$ cat config.mk
export PLATFORM = sky130hd
export DESIGN_NAME = pcd_top
export DESIGN_NICKNAME = d
export VERILOG_FILES = /design/src/rtl/pcd_pkg.sv /design/src/rtl/pcd_top.sv /design/src/rtl/pcd_sampler.sv /design/src/rtl/pcd_decoder.sv
export SDC_FILE = /design/constraint.sdc
export NUM_CORES = 1
export LEC_CHECK = 0
export BUFFER_PORTS_ARGS = -buffer_cell sky130_fd_sc_hd__buf_2
export CORE_ASPECT_RATIO = 1.75
export CORE_UTILIZATION = 55
export DETAILED_ROUTE_END_ITERATION = 8
export PLACE_DENSITY = 0.79
export SYNTH_ARGS = -nofsm -noshare
export SYNTH_HDL_FRONTEND = slang
export SYNTH_HIERARCHICAL = 1
export SYNTH_SLANG_ARGS = --single-unit
$ cat constraint.sdc
create_clock -name aclk -period 5.55 [get_ports aclk]
set_input_delay 0.555 -clock aclk [delete_from_list [all_inputs] [get_ports aclk]]
set_output_delay 0.555 -clock aclk [all_outputs]
set_load 0.02 [all_outputs]
$ cat src/rtl/pcd_pkg.sv
// Summary of operation
// RULE1: Bits 1:0 pick format: 01 step+direction, 10 separate lines, 11 quadrature.
// RULE2: The controller drives exactly one of the three supported formats.
// RULE3: Bit 2 swaps forward and reverse in every format.
// RULE4: Separate lines: pulses on forward line count forward, reverse line reverse.
// RULE5: Bit 3 picks the counting edge: 0 falling, 1 rising.
// RULE6: Software may write the whole setting as one combined value.
// RULE7: Bit 4 picks low-speed inputs (0) or high-speed differential inputs (1).
// RULE8: Direction closed means forward; quadrature A leading B means forward; bit 2 inverts.
package pcd_pkg;
   localparam logic [7:0] PCD_SETTING_RESET = 8'h01;
   localparam int PCD_FMT_LSB = 0;
   localparam int PCD_DIR_BIT = 2;
   localparam int PCD_EDGE_BIT = 3;
   localparam int PCD_SRC_BIT = 4;
   localparam logic [7:0] PCD_SETTING_MASK = 8'h1f;
   localparam logic [3:0] PCD_ADDR_SETTING = 4'h0;
   localparam logic [3:0] PCD_ADDR_STATUS = 4'h4;
   localparam logic [3:0] PCD_ADDR_COUNT = 4'h8;
   localparam logic [1:0] PCD_FMT_STEP_DIR = 2'h1;
   localparam logic [1:0] PCD_FMT_SEPARATE = 2'h2;
   localparam logic [1:0] PCD_FMT_QUAD = 2'h3;
   localparam logic [1:0] PCD_RESP_OKAY = 2'h0;
   localparam logic [1:0] PCD_RESP_SLVERR = 2'h2;
   localparam logic [31:0] PCD_COUNT_RESET = 32'h0;

   typedef enum logic [1:0] {
      PCD_IDLE = 2'b00,
      PCD_RESP = 2'b01,
      PCD_BUSY = 2'b11
   } pcd_bus_e;

   // Selects the configured counting edge from previous and current line levels.
   function automatic logic pcd_edge(input logic prev, input logic cur, input logic rising);
      pcd_edge = rising ? (!prev && cur) : (prev && !cur);
   endfunction
endpackage

$ cat src/rtl/pcd_top.sv
`timescale 1ns/1ps
// Pulse command decoder with an AXI4-Lite register slave.
module pcd_top
   import pcd_pkg::*;
(
   input wire logic aclk,
   input wire logic aresetn,
   input wire logic ce,
   input wire logic slow_pulse,
   input wire logic slow_dir,
   input wire logic fast_pulse,
   input wire logic fast_dir,
   output logic step_fwd,
   output logic step_rev,
   input wire logic [3:0] s_axi_awaddr,
   input wire logic s_axi_awvalid,
   output logic s_axi_awready,
   input wire logic [31:0] s_axi_wdata,
   input wire logic [3:0] s_axi_wstrb,
   input wire logic s_axi_wvalid,
   output logic s_axi_wready,
   output logic [1:0] s_axi_bresp,
   output logic s_axi_bvalid,
   input wire logic s_axi_bready,
   input wire logic [3:0] s_axi_araddr,
   input wire logic s_axi_arvalid,
   output logic s_axi_arready,
   output logic [31:0] s_axi_rdata,
   output logic [1:0] s_axi_rresp,
   output logic s_axi_rvalid,
   input wire logic s_axi_rready
);
   logic [7:0] input_pulse_setting;
   logic [7:0] next_setting;
   logic [31:0] position_count;
   logic [31:0] next_count;
   logic line_a;
   logic line_b;
   logic prev_a;
   logic prev_b;
   logic aw_held;
   logic next_aw_held;
   logic w_held;
   logic next_w_held;
   logic [3:0] aw_addr;
   logic [3:0] next_aw_addr;
   logic [31:0] w_data;
   logic [31:0] next_w_data;
   logic w_lane0;
   logic next_w_lane0;
   logic [1:0] bresp;
   logic [1:0] next_bresp;
   logic bvalid;
   logic next_bvalid;
   pcd_bus_e rd_state;
   pcd_bus_e next_rd_state;
   logic [31:0] rdata;
   logic [31:0] next_rdata;
   logic [1:0] rresp;
   logic [1:0] next_rresp;
   logic do_write;

   // One address decoder serves both paths, so reads and writes cannot disagree on the map.
   function automatic logic pcd_hit(input logic [3:0] addr, input logic [3:0] reg_addr);
      pcd_hit = (addr[3:2] == reg_addr[3:2]);
   endfunction

   pcd_sampler u_sampler (
      .aclk(aclk),
      .aresetn(aresetn),
      .ce(ce),
      .use_fast(input_pulse_setting[PCD_SRC_BIT]),
      .slow_a(slow_pulse),
      .slow_b(slow_dir),
      .fast_a(fast_pulse),
      .fast_b(fast_dir),
      .line_a(line_a),
      .line_b(line_b),
      .prev_a(prev_a),
      .prev_b(prev_b)
   );

   pcd_decoder u_decoder (
      .setting(input_pulse_setting[4:0]),
      .line_a(line_a),
      .line_b(line_b),
      .prev_a(prev_a),
      .prev_b(prev_b),
      .step_fwd(step_fwd),
      .step_rev(step_rev)
   );

   // Ready only while the channel holding register is empty and no response is pending.
   assign s_axi_awready = !aw_held && !bvalid;
   assign s_axi_wready = !w_held && !bvalid;
   assign s_axi_bvalid = bvalid;
   assign s_axi_bresp = bresp;
   assign s_axi_arready = (rd_state == PCD_IDLE);
   assign s_axi_rvalid = (rd_state == PCD_RESP);
   assign s_axi_rdata = rdata;
   assign s_axi_rresp = rresp;
   assign do_write = aw_held && w_held && !bvalid;

   // Write path: address and data may arrive in either order; the write commits when both are held.
   always_comb begin
      next_aw_held = aw_held;
      next_w_held = w_held;
      next_aw_addr = aw_addr;
      next_w_data = w_data;
      next_w_lane0 = w_lane0;
      next_bvalid = bvalid;
      next_bresp = bresp;
      next_setting = input_pulse_setting;
      if (s_axi_awvalid && s_axi_awready) begin
         next_aw_held = 1'b1;
         next_aw_addr = s_axi_awaddr;
      end
      if (s_axi_wvalid && s_axi_wready) begin
         next_w_held = 1'b1;
         next_w_data = s_axi_wdata;
         next_w_lane0 = s_axi_wstrb[0];
      end
      if (do_write) begin
         next_aw_held = 1'b0;
         next_w_held = 1'b0;
         next_bvalid = 1'b1;
         if (pcd_hit(aw_addr, PCD_ADDR_SETTING)) begin
            next_bresp = PCD_RESP_OKAY;
            // RULE6: whole value write
            if (w_lane0) begin
               next_setting = w_data[7:0] & PCD_SETTING_MASK;
            end
         end else if (pcd_hit(aw_addr, PCD_ADDR_STATUS) || pcd_hit(aw_addr, PCD_ADDR_COUNT)) begin
            next_bresp = PCD_RESP_OKAY;
         end else begin
            next_bresp = PCD_RESP_SLVERR;
         end
      end else if (bvalid && s_axi_bready) begin
         next_bvalid = 1'b0;
      end
   end

   // Read path answers one cycle after the address is taken.
   always_comb begin
      next_rd_state = rd_state;
      next_rdata = rdata;
      next_rresp = rresp;
      case (rd_state)
         PCD_IDLE: begin
            if (s_axi_arvalid) begin
               next_rd_state = PCD_RESP;
               next_rresp = PCD_RESP_OKAY;
               if (pcd_hit(s_axi_araddr, PCD_ADDR_SETTING)) begin
                  next_rdata = {24'h000000, input_pulse_setting};
               end else if (pcd_hit(s_axi_araddr, PCD_ADDR_STATUS)) begin
                  next_rdata = {28'h0000000, step_rev, step_fwd, prev_b, prev_a};
               end else if (pcd_hit(s_axi_araddr, PCD_ADDR_COUNT)) begin
                  next_rdata = position_count;
               end else begin
                  next_rdata = 32'h00000000;
                  next_rresp = PCD_RESP_SLVERR;
               end
            end
         end
         PCD_RESP: begin
            if (s_axi_rready) begin
               next_rd_state = PCD_IDLE;
            end
         end
         default: begin
            next_rd_state = PCD_IDLE;
         end
      endcase
   end

   // Signed position count follows the decoded steps; it wraps on overflow.
   always_comb begin
      next_count = position_count;
      if (step_fwd) begin
         next_count = position_count + 32'h00000001;
      end else if (step_rev) begin
         next_count = position_count - 32'h00000001;
      end
   end

   // All state freezes while the clock enable is low, bus included.
   always_ff @(posedge aclk) begin
      if (!aresetn) begin
         input_pulse_setting <= PCD_SETTING_RESET;
         position_count <= PCD_COUNT_RESET;
         aw_held <= 1'b0;
         w_held <= 1'b0;
         aw_addr <= 4'h0;
         w_data <= 32'h00000000;
         w_lane0 <= 1'b0;
         bvalid <= 1'b0;
         bresp <= PCD_RESP_OKAY;
         rd_state <= PCD_IDLE;
         rdata <= 32'h00000000;
         rresp <= PCD_RESP_OKAY;
      end else if (ce) begin
         input_pulse_setting <= next_setting;
         position_count <= next_count;
         aw_held <= next_aw_held;
         w_held <= next_w_held;
         aw_addr <= next_aw_addr;
         w_data <= next_w_data;
         w_lane0 <= next_w_lane0;
         bvalid <= next_bvalid;
         bresp <= next_bresp;
         rd_state <= next_rd_state;
         rdata <= next_rdata;
         rresp <= next_rresp;
      end
   end
endmodule

$ cat src/rtl/pcd_sampler.sv
`timescale 1ns/1ps
// Registers the selected source pair so edges are judged against a stable previous level.
module pcd_sampler
   import pcd_pkg::*;
(
   input wire logic aclk,
   input wire logic aresetn,
   input wire logic ce,
   input wire logic use_fast,
   input wire logic slow_a,
   input wire logic slow_b,
   input wire logic fast_a,
   input wire logic fast_b,
   output logic line_a,
   output logic line_b,
   output logic prev_a,
   output logic prev_b
);
   logic next_line_a;
   logic next_line_b;

   // Source choice; switching sources may produce one spurious edge.
   // RULE7: source select mux
   always_comb begin
      next_line_a = use_fast ? fast_a : slow_a;
      next_line_b = use_fast ? fast_b : slow_b;
   end

   // Two stages give current and previous level for edge detection.
   always_ff @(posedge aclk) begin
      if (!aresetn) begin
         line_a <= 1'b0;
         line_b <= 1'b0;
         prev_a <= 1'b0;
         prev_b <= 1'b0;
      end else if (ce) begin
         line_a <= next_line_a;
         line_b <= next_line_b;
         prev_a <= line_a;
         prev_b <= line_b;
      end
   end
endmodule

$ cat src/rtl/pcd_decoder.sv
`timescale 1ns/1ps
// Turns sampled line levels into one-cycle forward and reverse step pulses.
module pcd_decoder
   import pcd_pkg::*;
(
   input wire logic [4:0] setting,
   input wire logic line_a,
   input wire logic line_b,
   input wire logic prev_a,
   input wire logic prev_b,
   output logic step_fwd,
   output logic step_rev
);
   logic edge_a;
   logic edge_b;
   logic raw_fwd;
   logic raw_rev;

   // Format decode and direction; the controller keeps to one format.
   always_comb begin
      // RULE5: counting edge select
      edge_a = pcd_edge(prev_a, line_a, setting[PCD_EDGE_BIT]);
      edge_b = pcd_edge(prev_b, line_b, setting[PCD_EDGE_BIT]);
      raw_fwd = 1'b0;
      raw_rev = 1'b0;
      // RULE1: format decode
      case (setting[PCD_FMT_LSB +: 2])
         PCD_FMT_STEP_DIR: begin
            // RULE8: closed means forward
            raw_fwd = edge_a && line_b;
            raw_rev = edge_a && !line_b;
         end
         PCD_FMT_SEPARATE: begin
            // RULE4: separate line counting
            raw_fwd = edge_a && !line_b;
            raw_rev = edge_b && !line_a;
         end
         PCD_FMT_QUAD: begin
            // RULE8: A leads B forward
            raw_fwd = (edge_a && (line_a != line_b)) || (edge_b && (line_a == line_b)); // Holds for either edge.
            raw_rev = (edge_a && (line_a == line_b)) || (edge_b && (line_a != line_b));
         end
         default: begin
            raw_fwd = 1'b0;
            raw_rev = 1'b0;
         end
      endcase
      // RULE3: direction swap
      step_fwd = setting[PCD_DIR_BIT] ? raw_rev : raw_fwd;
      step_rev = setting[PCD_DIR_BIT] ? raw_fwd : raw_rev;
   end
endmodule

==> results of run 1 <==
==> Yosys cell counts, types with 2 or more instances <==
master and number:
nor4_1 3, nor3_1 12, o211ai_1 5, and2_1 2, nand2b_1 5, a211oi_1 9, and3_1 3, nand3_1 45
nand4_1 5, xor2_1 7, o21bai_1 2, clkbuf_1 27, or4b_1 2, or2_2 4, o31ai_1 2, ha_1 30
xnor2_1 14, and3b_1 2, buf_1 5, a21oi_1 82, o221ai_1 2, o21ai_0 21, nor2_1 44, or3_1 3
nor2b_1 11, o22ai_1 2, o211a_1 3, a21o_1 8, o21a_1 8, nand3b_1 3, dfxtp_1 87, mux2i_1 27
o21ai_1 6, a221o_1 3, buf_4 2, inv_1 13, nand2_1 87, a21oi_2 2, nand4b_1 2
==> power by group through the flow <==
stage	Sequential, mW	Clock (mW)	Combinational (mW)
3_3_place_gp	0.667	0	0.329
5_1_grt	0.657	0.635	0.376
4_1_cts	0.655	0.610	0.342
6_report	0.655	0.601	0.345
3_5_place_dp	0.668	0	0.338
2_1_floorplan	0.668	0	0.265
==> flip-flops by register name (all words and copies together), names as in the netlist, 2 cells and up <==
| signal | cells |
|---|---|
| w_data | 5 |
| aw_addr | 2 |
| position_count | 32 |
| s_axi_rdata | 32 |
| input_pulse_setting | 5 |
==> through the flow <==
stage / instance area (µm²) / utilization / setup WS, ps
2_1_floorplan: 5020 / - / 551
3_3_place_gp: 5390 / 0.614 / 930
3_5_place_dp: 5390 / 0.614 / 857
4_1_cts: 5680 / 0.647 / 712
5_1_grt: 5680 / 0.647 / 315
6_report: 5680 / 0.647 / 711
==> kinds of logic after synthesis <==
| family | count (synthesis) | synth area share |
|---|---|---|
| AOI/OAI and AO/OA | 172 | 0.218 |
| xor gates and xnor gates | 21 | 0.0367 |
| adders and majority gates | 31 | 0.0788 |
| buffers and inverters | 48 | 0.0389 |
| DFF | 87 | 0.347 |
| muxes | 27 | 0.0539 |
| other | 1 | 0.000747 |
| and+or+nand+nor | 238 | 0.225 |
==> layer usage <==
| layer | track usage | wire length (µm) | vias to the layer above |
|---|---|---|---|
| li1 | - | - | 2336 |
| met1 | 0.294 | 4710 | 2221 |
| met2 | 0.509 | 7000 | 128 |
| met3 | 0.0454 | 492 | 31 |
| met4 | 0.155 | 375 | 0 |
| met5 | 0 | 0 | - |
==> critical path: stages, from the launching register on <==
cell and delay, ps:
dfxtp_1 410, or3b_2 490, a21oi_1 210, o221ai_1 170
mux2i_1 150, buf_4 180, inv_1 380, ha_1 550
o211a_1 190, a21oi_1 100, nor4b_2 470, o2111ai_2 220
a2111oi_1 440, o22ai_1 200, xnor2_1 160, or3_1 310
a21oi_1 130
==> area by class of cell <==
class                           count  area, µm²  area share
Clock inverter                      4       45.0     0.00793
Tap cell                          117        146      0.0258
Sequential cell                    87       1740       0.307
Timing Repair Buffer               69        363      0.0639
Clock buffer                       12        246      0.0434
Multi-Input combinational cell    491       3090       0.544
Inverter                           13       48.8     0.00859
==> worst paths after layout <==
| kind | end | slack (ps) | startpoint | cells past startpoint |
|---|---|---|---|---|
| max | position_count[31] | 710 | input_pulse_setting[3] | 16 |
| min | w_data[4] | 440 | s_axi_wdata[4] | 3 |
| max reg2reg | position_count[31] | 710 | input_pulse_setting[3] | 16 |
| min reg2reg | s_axi_rdata[5] | 450 | s_axi_rdata[5] | 2 |
==> results.py, run 1 <==
metrics = {
    "logic_synthesis": {
        "yosys_most_used_dff": "dfxtp_1",
        "synth_edf_count": 0,
        "synth_area_per_cell_um2": 8.03,
        "async_flop_share": 0,
        "synth_seq_cells": 87,
        "netlist_area_um2": 5020,
        "synth_top_area_frac": 0.347,
        "ys_seq_area_frac": 0.347,
        "synth_largest_area_cell": "dfxtp_1",
        "synthDistinctLibCells": 64,
        "syn_inst": 625,
        "ys_warn_count": 6,
        "yosys-top-cells-area": "dfxtp_1, a21oi_1, ha_1, nand2_1, mux2i_1",
    },
    "power_and_ir_drop": {
        "combPwrFrac": 0.216,
        "p_per_area_nw_per_um2": 282,
        "switching_share": 0.286,
        "p_seq_frac": 0.409,
        "leakage_nw": 2.40,
        "cell_internal_pwr_mw": 1.14,
        "p_sw_uw": 458,
        "vdd_drop_max_mv": 0.240,
        "p_clk_frac": 0.376,
        "power_mw": 1.60,
    },
    "layout": {
        "post_route_cells_drive_above_1_share": 0.148,
        "mostFrequentLayoutCells": "nand2_1, dfxtp_1, a21oi_1, buf_2, nand3_1",
        "diodes": 0,
        "stdcell_count": 793,
        "synthToLayoutAreaGrowth_pct": 13.2,
        "fill_cells": 796,
        "nNetsFinal": 758,
    },
    "timing": {
        "rsz0062_at_grt": "false",
        "final.setup.tns_ps": 0,
        "final.setup_skew_ps": 7.02,
        "hold_viol_final": 0,
        "fmax_ghz": 0.207,
        "whs_ps": 443,
        "final_max_slew_viol_count": 0,
        "fin_crit_sh": 0.872,
        "tightest_slew_ps": 1240,
        "slew_headroom": 0.172,
        "finalCriticalPeriod_ps": 4840,
        "final-setup-viol-count": 0,
    },
    "floorplan": {
        "die_h_um": 128,
        "start_util": 0.571,
        "ioPinCount": 99,
        "die_w_um": 74.2,
        "core_region_area_um2": 8780,
        "rows": 45,
        "design.die.area_um2": 9520,
    },
    "placement": {
        "io_buffers": 62,
        "hpwl_mm": 8.78,
        "dp.cells": 777,
        "gp_congestion": 0.919,
    },
    "global_route": {
        "grt_pass1_wl_mm": 20.6,
        "antenna_found_initial": 0,
        "grt_pass1_vias": 4647,
        "grt_start_max_net_pins": 75,
        "grt_util_all_layers": 0.279,
        "grt-ovfl-total": 0,
    },
    "clock_network": {
        "cts_tree": "yes",
        "cts_root_buffer": "clkbuf_16",
        "numCtsBuffers": 9,
        "cts_setup_buffers": 0,
        "cts_sinks": 87,
        "clockBufferDepth": 2,
        "cts_resized": 0,
        "htree_levels": 3,
        "hold_buffers": 0,
        "clk_latency_ps": 350,
        "path_clk_slew_ps": 60,
    },
    "worst_setup_path": {
        "crit_arrival_ps": 5120,
        "end_kind": "register",
        "worst-path-max-fanout": 22,
        "critPathLaunchType": "register",
        "setup.worst_path.class": "register to register",
        "worstPathRequired_ps": 5830,
    },
    "flow_run": {
        "drv_cap": 0,
    },
    "drt": {
        "drtIter0Drc": 329,
        "routed-via-count": 4716,
        "wl_per_cell_um": 15.9,
        "via_per_inst": 5.95,
        "ant_nets": 0,
        "dr.pass1.iters": 4,
        "finalWirelength_mm": 12.6,
        "drc": 0,
    },
    "min_path": {
        "hold_class": "input port to register",
    },
    "status": {
        "status": "complete, no violations",
    },
}
(Power assumes the default switching activity.)
==> run 2, diff against run 1 <==
--- a/config.mk
+++ b/config.mk
@@ -5,11 +5,12 @@
 export SDC_FILE = /design/constraint.sdc
 export NUM_CORES = 1
 export LEC_CHECK = 0
+export ABC_AREA = 1
 export BUFFER_PORTS_ARGS = -buffer_cell sky130_fd_sc_hd__buf_2
 export CORE_ASPECT_RATIO = 1.75
 export CORE_UTILIZATION = 55
 export DETAILED_ROUTE_END_ITERATION = 8
-export PLACE_DENSITY = 0.79
+export PLACE_DENSITY = 0.77
 export SYNTH_ARGS = -nofsm -noshare
 export SYNTH_HDL_FRONTEND = slang
 export SYNTH_HIERARCHICAL = 1
==> run 2 against run 1 <==
Against the previous run: clock skew is 5.9 ps higher; final cell count is 48% higher; sequential cell count unchanged; routed wire length rose by 23%; sequential share of layout area decreased by 4.1 points; global-route usage up 1.1 points; critical path type unchanged; largest cell class unchanged; largest power group unchanged.
==> results.py, run 2 <==
metrics = {
    "drt": {
        "wl_per_cell_um": 13.2,
        "routed-via-count": 6030,
        "ant_nets": 0,
        "drc": 0,
        "finalWirelength_mm": 15.5,
        "drtIter0Drc": 300,
        "via_per_inst": 5.15,
        "dr.pass1.iters": 7,
    },
    "floorplan": {
        "design.die.area_um2": 11100,
        "ioPinCount": 99,
        "start_util": 0.570,
        "die_w_um": 80.1,
        "core_region_area_um2": 10300,
        "rows": 49,
        "die_h_um": 139,
    },
    "logic_synthesis": {
        "yosys_most_used_dff": "dfxtp_1",
        "ys_seq_area_frac": 0.297,
        "synth_commonest_cells": "nand2_1, inv_1, nor2_1",
        "synth_top_area_frac": 0.297,
        "netlist_area_um2": 5870,
        "synth_area_per_cell_um2": 5.95,
        "yosys-top-cells-area": "dfxtp_1, nand2_1, inv_1, nor2_1, nand3_1",
        "synth_largest_area_cell": "dfxtp_1",
        "synth_seq_cells": 87,
        "synth_most_common_cell": "nand2_1",
        "synth_edf_count": 0,
        "async_flop_share": 0,
        "ys_warn_count": 6,
        "synthDistinctLibCells": 33,
        "syn_inst": 987,
    },
    "timing": {
        "final.setup_skew_ps": 13.0,
        "fin_crit_sh": 0.584,
        "whs_ps": 459,
        "final_max_slew_viol_count": 0,
        "final.setup.tns_ps": 0,
        "tightest_slew_ps": 740,
        "finalCriticalPeriod_ps": 3240,
        "rsz0062_at_grt": "false",
        "hold_viol_final": 0,
        "final-setup-viol-count": 0,
        "slew_headroom": 0.504,
        "fmax_ghz": 0.309,
    },
    "clock_network": {
        "path_clk_slew_ps": 70,
        "clk_latency_ps": 340,
        "cts_sinks": 87,
        "cts_tree": "yes",
        "htree_levels": 3,
        "hold_buffers": 0,
        "cts_setup_buffers": 0,
        "cts_root_buffer": "clkbuf_16",
        "cts_resized": 0,
        "numCtsBuffers": 9,
        "clockBufferDepth": 2,
    },
    "layout": {
        "fill_cells": 1048,
        "mostFrequentLayoutCells": "nand2_1, inv_1, nor2_1, dfxtp_1, nand3_1",
        "post_route_cells_drive_above_1_share": 0.107,
        "diodes": 0,
        "synthToLayoutAreaGrowth_pct": 11.9,
        "regArea_um2": 1740,
        "nNetsFinal": 1127,
        "final_common_cell": "nand2_1",
        "multi_input_area_um2": 3380,
    },
    "worst_setup_path": {
        "crit_arrival_ps": 3480,
        "r2r-end": "position_count[21]",
        "worstPathRequired_ps": 5790,
        "slowest_delay_ps": 450,
        "worst-path-max-fanout": 30,
        "crit_top_cell": "nand2_1",
        "regToRegStartpoint": "u_sampler/line_b",
        "path_cells": "inv_2, nand2_1, nand2_1, nor2_1, a21oi_1, nand3_1, nand2_1, inv_1, buf_4, ha_1, nand2_1, inv_1, nand2_1, nand2_1, a21oi_1, nand2_2, nand2_1, nand2_1, nand2_1, nand3_1, nand2_1, inv_1",
        "setup.worst_path.class": "register to register",
        "critPathTopFamily": "simple AND/OR/NAND/NOR gates",
        "critPathLaunchType": "register",
        "critPathBufInv": 5,
        "slowest_stage": "dfxtp_1",
        "end_kind": "register",
        "worst_r2r_path_depth": 22,
        "rrSetupSlack_ps": 2310,
    },
    "status": {
        "status": "complete, no violations",
    },
    "min_path": {
        "worstHoldEndpoint": "input_pulse_setting[0]",
        "holdPathStages": 2,
        "min-delay-start": "w_data[0]",
        "hold_class": "register to register",
    },
    "global_route": {
        "grt_pass1_wl_mm": 25.1,
        "grt_pass1_vias": 5442,
        "antenna_found_initial": 0,
        "grt_util_all_layers": 0.290,
        "grt-ovfl-total": 0,
        "grt_start_max_net_pins": 52,
    },
    "power_and_ir_drop": {
        "leakage_nw": 3.66,
        "cell_internal_pwr_mw": 1.23,
        "vdd_drop_max_mv": 0.230,
        "combPwrFrac": 0.338,
        "p_per_area_nw_per_um2": 302,
        "p_sw_uw": 753,
        "switching_share": 0.379,
        "p_seq_frac": 0.339,
        "p_clk_frac": 0.323,
    },
    "flow_run": {
        "drv_cap": 0,
    },
    "placement": {
        "io_buffers": 62,
        "hpwl_mm": 11.8,
        "gp_congestion": 1.01,
    },
}
## run 2: cell types whose count changed in the layout (fill, tap and decap cells not counted), sizes merged, moves of 21 or more
| cell | previous run | this run |
|---|---|---|
| inv | 13 | 169 |
| nand2 | 87 | 313 |
| nand3 | 45 | 85 |
| nor2 | 44 | 139 |
| mux2i | 27 | 0 |
| a21oi | 84 | 63 |
## run 2: worst max-delay path by stage
stage                      from                 end  slack [ps]  cells past startpoint
2_1_floorplan  u_sampler/line_b  position_count[31]        2500                     21
3_3_place_gp   u_sampler/line_b  position_count[21]        2340                     21
3_5_place_dp   u_sampler/line_a  position_count[21]        2340                     22
4_1_cts        u_sampler/line_a  position_count[21]        2310                     23
5_1_grt        u_sampler/line_b  position_count[21]        1940                     23
6_report       u_sampler/line_b  position_count[21]        2310                     22
## run 2: power by group through the flow
stage,clock (mW),sequential [mW],combinational [mW]
finish,0.640,0.673,0.672
global route,0.673,0.675,0.768
CTS,0.649,0.672,0.668
detailed placement,0,0.687,0.664
global placement,0,0.686,0.656
floorplan,0,0.684,0.517
## run 2: metal layers
layer,share of wire,GRT usage
met1,0.39,0.312
met2,0.53,0.544
met3,0.030,0.0342
met4,0.043,0.134
met5,0,0
## run 2: worst reg2reg max path: cells and delay by family, from the launching register on
| family | cells | cell delay (ps) |
|---|---|---|
| and+or+nand+nor | 14 | 1390 |
| buffers and inverters | 5 | 670 |
| DFF | 1 | 450 |
| adders and majority gates | 1 | 380 |
| AOI/OAI and AO/OA | 2 | 240 |
## run 2: cells by family (layout without fill, tap and decap cells)
group | after synthesis | after routing | share of synthesized area
buffers and inverters | 194 | 251 | 0.128
other | 1 | 2 | 0.000639
AO/OA/AOI/OAI | 114 | 114 | 0.105
XOR/XNOR | 14 | 14 | 0.0209
AND/OR/NAND/NOR | 546 | 546 | 0.381
flip-flops | 87 | 87 | 0.297
adder cells (fa/ha/maj) | 31 | 31 | 0.0673
## run 2: per-stage QoR
step                      setup slack, ps   util  instance area [µm²]  power, mW  cells
after CTS                            2310  0.638                 6570       1.99   1172
after global placement               2340  0.608                 6260       1.34   1156
final                                2310  0.638                 6570       1.98   1172
after floorplan                      2500      -                 5880       1.20    988
after detailed placement             2340  0.608                 6260       1.35   1156
after global routing                 1940  0.638                 6570       2.12   1172
## run 2: cell type report
class                           count  area share
Clock buffer                        9      0.0343
Clock inverter                      7      0.0129
Inverter                          168      0.0960
Multi-Input combinational cell    707       0.515
Sequential cell                    87       0.265
Tap cell                          127      0.0242
Timing Repair Buffer               67      0.0529
==> run 3, diff against run 2 <==
==> constraint.sdc (replaced) <==
create_clock -name aclk -period 3 [get_ports aclk]
set_input_delay 0.3 -clock aclk [delete_from_list [all_inputs] [get_ports aclk]]
set_output_delay 0.3 -clock aclk [all_outputs]
set_load 0.02 [all_outputs]
==> run 3 against run 2 <==
Against the previous run: non-clock buffer count grew 10; maximum frequency up 14%; critical path depth unchanged; routed wire length increased by 1.0%; die area unchanged; sequential share of layout area shrank 0.92 points; clock skew decreased by 6.9 ps; sequential cell count did not move.
==> results.py, run 3 (same netlist as run 2, synthesis figures left out) <==
metrics = {
    "drt": {
        "drtIter0Drc": 324,
        "dr.pass1.iters": 5,
        "wl_per_cell_um": 13.2,
        "ant_nets": 0,
        "finalWirelength_mm": 15.7,
        "drc": 0,
        "via_per_inst": 5.16,
        "routed-via-count": 6101,
    },
    "global_route": {
        "grt_start_max_net_pins": 39,
        "grt_util_all_layers": 0.293,
        "grt-ovfl-total": 0,
        "grt_pass1_wl_mm": 25.5,
        "grt_pass1_vias": 5600,
        "antenna_found_initial": 0,
    },
    "worst_setup_path": {
        "rrSetupSlack_ps": 170,
        "crit_arrival_ps": 3070,
        "end_kind": "register",
        "setup.worst_path.class": "register to register",
        "worst-path-max-fanout": 14,
        "critPathLaunchType": "register",
        "worstPathRequired_ps": 3240,
    },
    "layout": {
        "multi_input_area_um2": 3550,
        "fill_cells": 986,
        "final_common_cell": "nand2_1",
        "nNetsFinal": 1137,
        "regArea_um2": 1750,
        "fin_util": 0.664,
        "synthToLayoutAreaGrowth_pct": 16.5,
        "diodes": 0,
        "mostFrequentLayoutCells": "nand2_1, inv_1, nor2_1, dfxtp_1, nand3_1",
        "design_area_um2": 6840,
        "post_route_cells_drive_above_1_share": 0.155,
        "stdcell_count": 1182,
    },
    "min_path": {
        "hold_class": "input port to register",
    },
    "power_and_ir_drop": {
        "vdd_drop_max_mv": 0.386,
        "p_per_area_nw_per_um2": 539,
        "p_sw_mw": 1.45,
        "p_seq_frac": 0.338,
        "leakage_nw": 3.72,
        "p_clk_frac": 0.304,
        "combPwrFrac": 0.359,
        "power_mw": 3.69,
        "cell_internal_pwr_mw": 2.24,
        "switching_share": 0.392,
    },
    "timing": {
        "slew_headroom": 0.556,
        "fmax_ghz": 0.353,
        "rsz0062_at_grt": "true",
        "final.setup.tns_ps": 0,
        "fin_crit_sh": 0.944,
        "setup_slack_ps": 167,
        "hold_viol_final": 0,
        "tightest_slew_ps": 665,
        "final-setup-viol-count": 0,
        "final_max_slew_viol_count": 0,
        "whs_ps": 211,
        "finalCriticalPeriod_ps": 2830,
        "final.setup_skew_ps": 6.10,
    },
    "placement": {
        "io_buffers": 62,
        "pre_cts_slack_ps": 18.1,
        "dpl-instance-area_um2": 6370,
        "hpwl_mm": 11.8,
        "dp.cells": 1166,
        "gp_congestion": 0.970,
    },
    "clock_network": {
        "cts_sinks": 87,
        "hold_buffers": 0,
        "cts_tree": "yes",
        "path_clk_slew_ps": 70,
        "cts_setup_buffers": 0,
        "cts_root_buffer": "clkbuf_16",
        "clockBufferDepth": 2,
        "htree_levels": 3,
        "numCtsBuffers": 9,
        "clk_latency_ps": 340,
        "cts_resized": 0,
    },
    "flow_run": {
        "drv_cap": 0,
    },
    "floorplan": {
        "die_w_um": 80.1,
        "design.die.area_um2": 11100,
        "ioPinCount": 99,
        "core_region_area_um2": 10300,
        "die_h_um": 139,
        "start_util": 0.570,
        "rows": 49,
    },
    "status": {
        "status": "complete, no violations",
    },
}
## run 3: layout make-up
cell class	instances	share of cell area
Multi-Input combinational cell	707	0.519
Tap cell	127	0.0232
Timing Repair Buffer	77	0.0655
Clock buffer	9	0.0329
Inverter	168	0.0927
Clock inverter	7	0.0110
Sequential cell	87	0.256
## run 3: path summary, 6_finish.rpt
| path | from | endpoint | depth (start not counted) |
|---|---|---|---|
| setup reg to reg | u_sampler/line_a | position_count[24] | 22 |
| setup / recovery | u_sampler/line_a | position_count[24] | 22 |
| hold / removal | s_axi_wdata[1] | w_data[1] | 3 |
| hold reg to reg | w_lane0 | w_lane0 | 2 |
## run 3: power by group through the flow
stage | Clock [mW] | Sequential, mW | Combinational, mW
4_1_cts | 1.15 | 1.24 | 1.26
6_report | 1.12 | 1.24 | 1.32
2_1_floorplan | 0 | 1.27 | 0.956
3_3_place_gp | 0 | 1.27 | 1.23
5_1_grt | 1.18 | 1.25 | 1.50
3_5_place_dp | 0 | 1.27 | 1.25
## run 3: worst max-delay path: stages (launching register included)
cell	delay [ps]
dfxtp_2	380
inv_2	60
nand2_1	110
nand3_2	100
nand2_1	70
nand2_1	50
nand2_1	80
nand2_1	60
nand2_2	100
clkinvlp_4	130
buf_12	180
ha_2	370
nand2_1	110
inv_1	70
nand2_1	50
nand2_1	90
inv_1	60
nand2_1	140
nand2_1	100
nand4_1	110
nand3_1	160
nand2_1	110
inv_1	40
## run 3: per-layer routing
metal / global-route usage / vias up / part of all wire
met5: 0 / - / 0
met4: 0.142 / 0 / 0.045
met3: 0.0375 / 39 / 0.030
met2: 0.528 / 133 / 0.52
met1: 0.328 / 2752 / 0.40
li1: - / 3177 / -
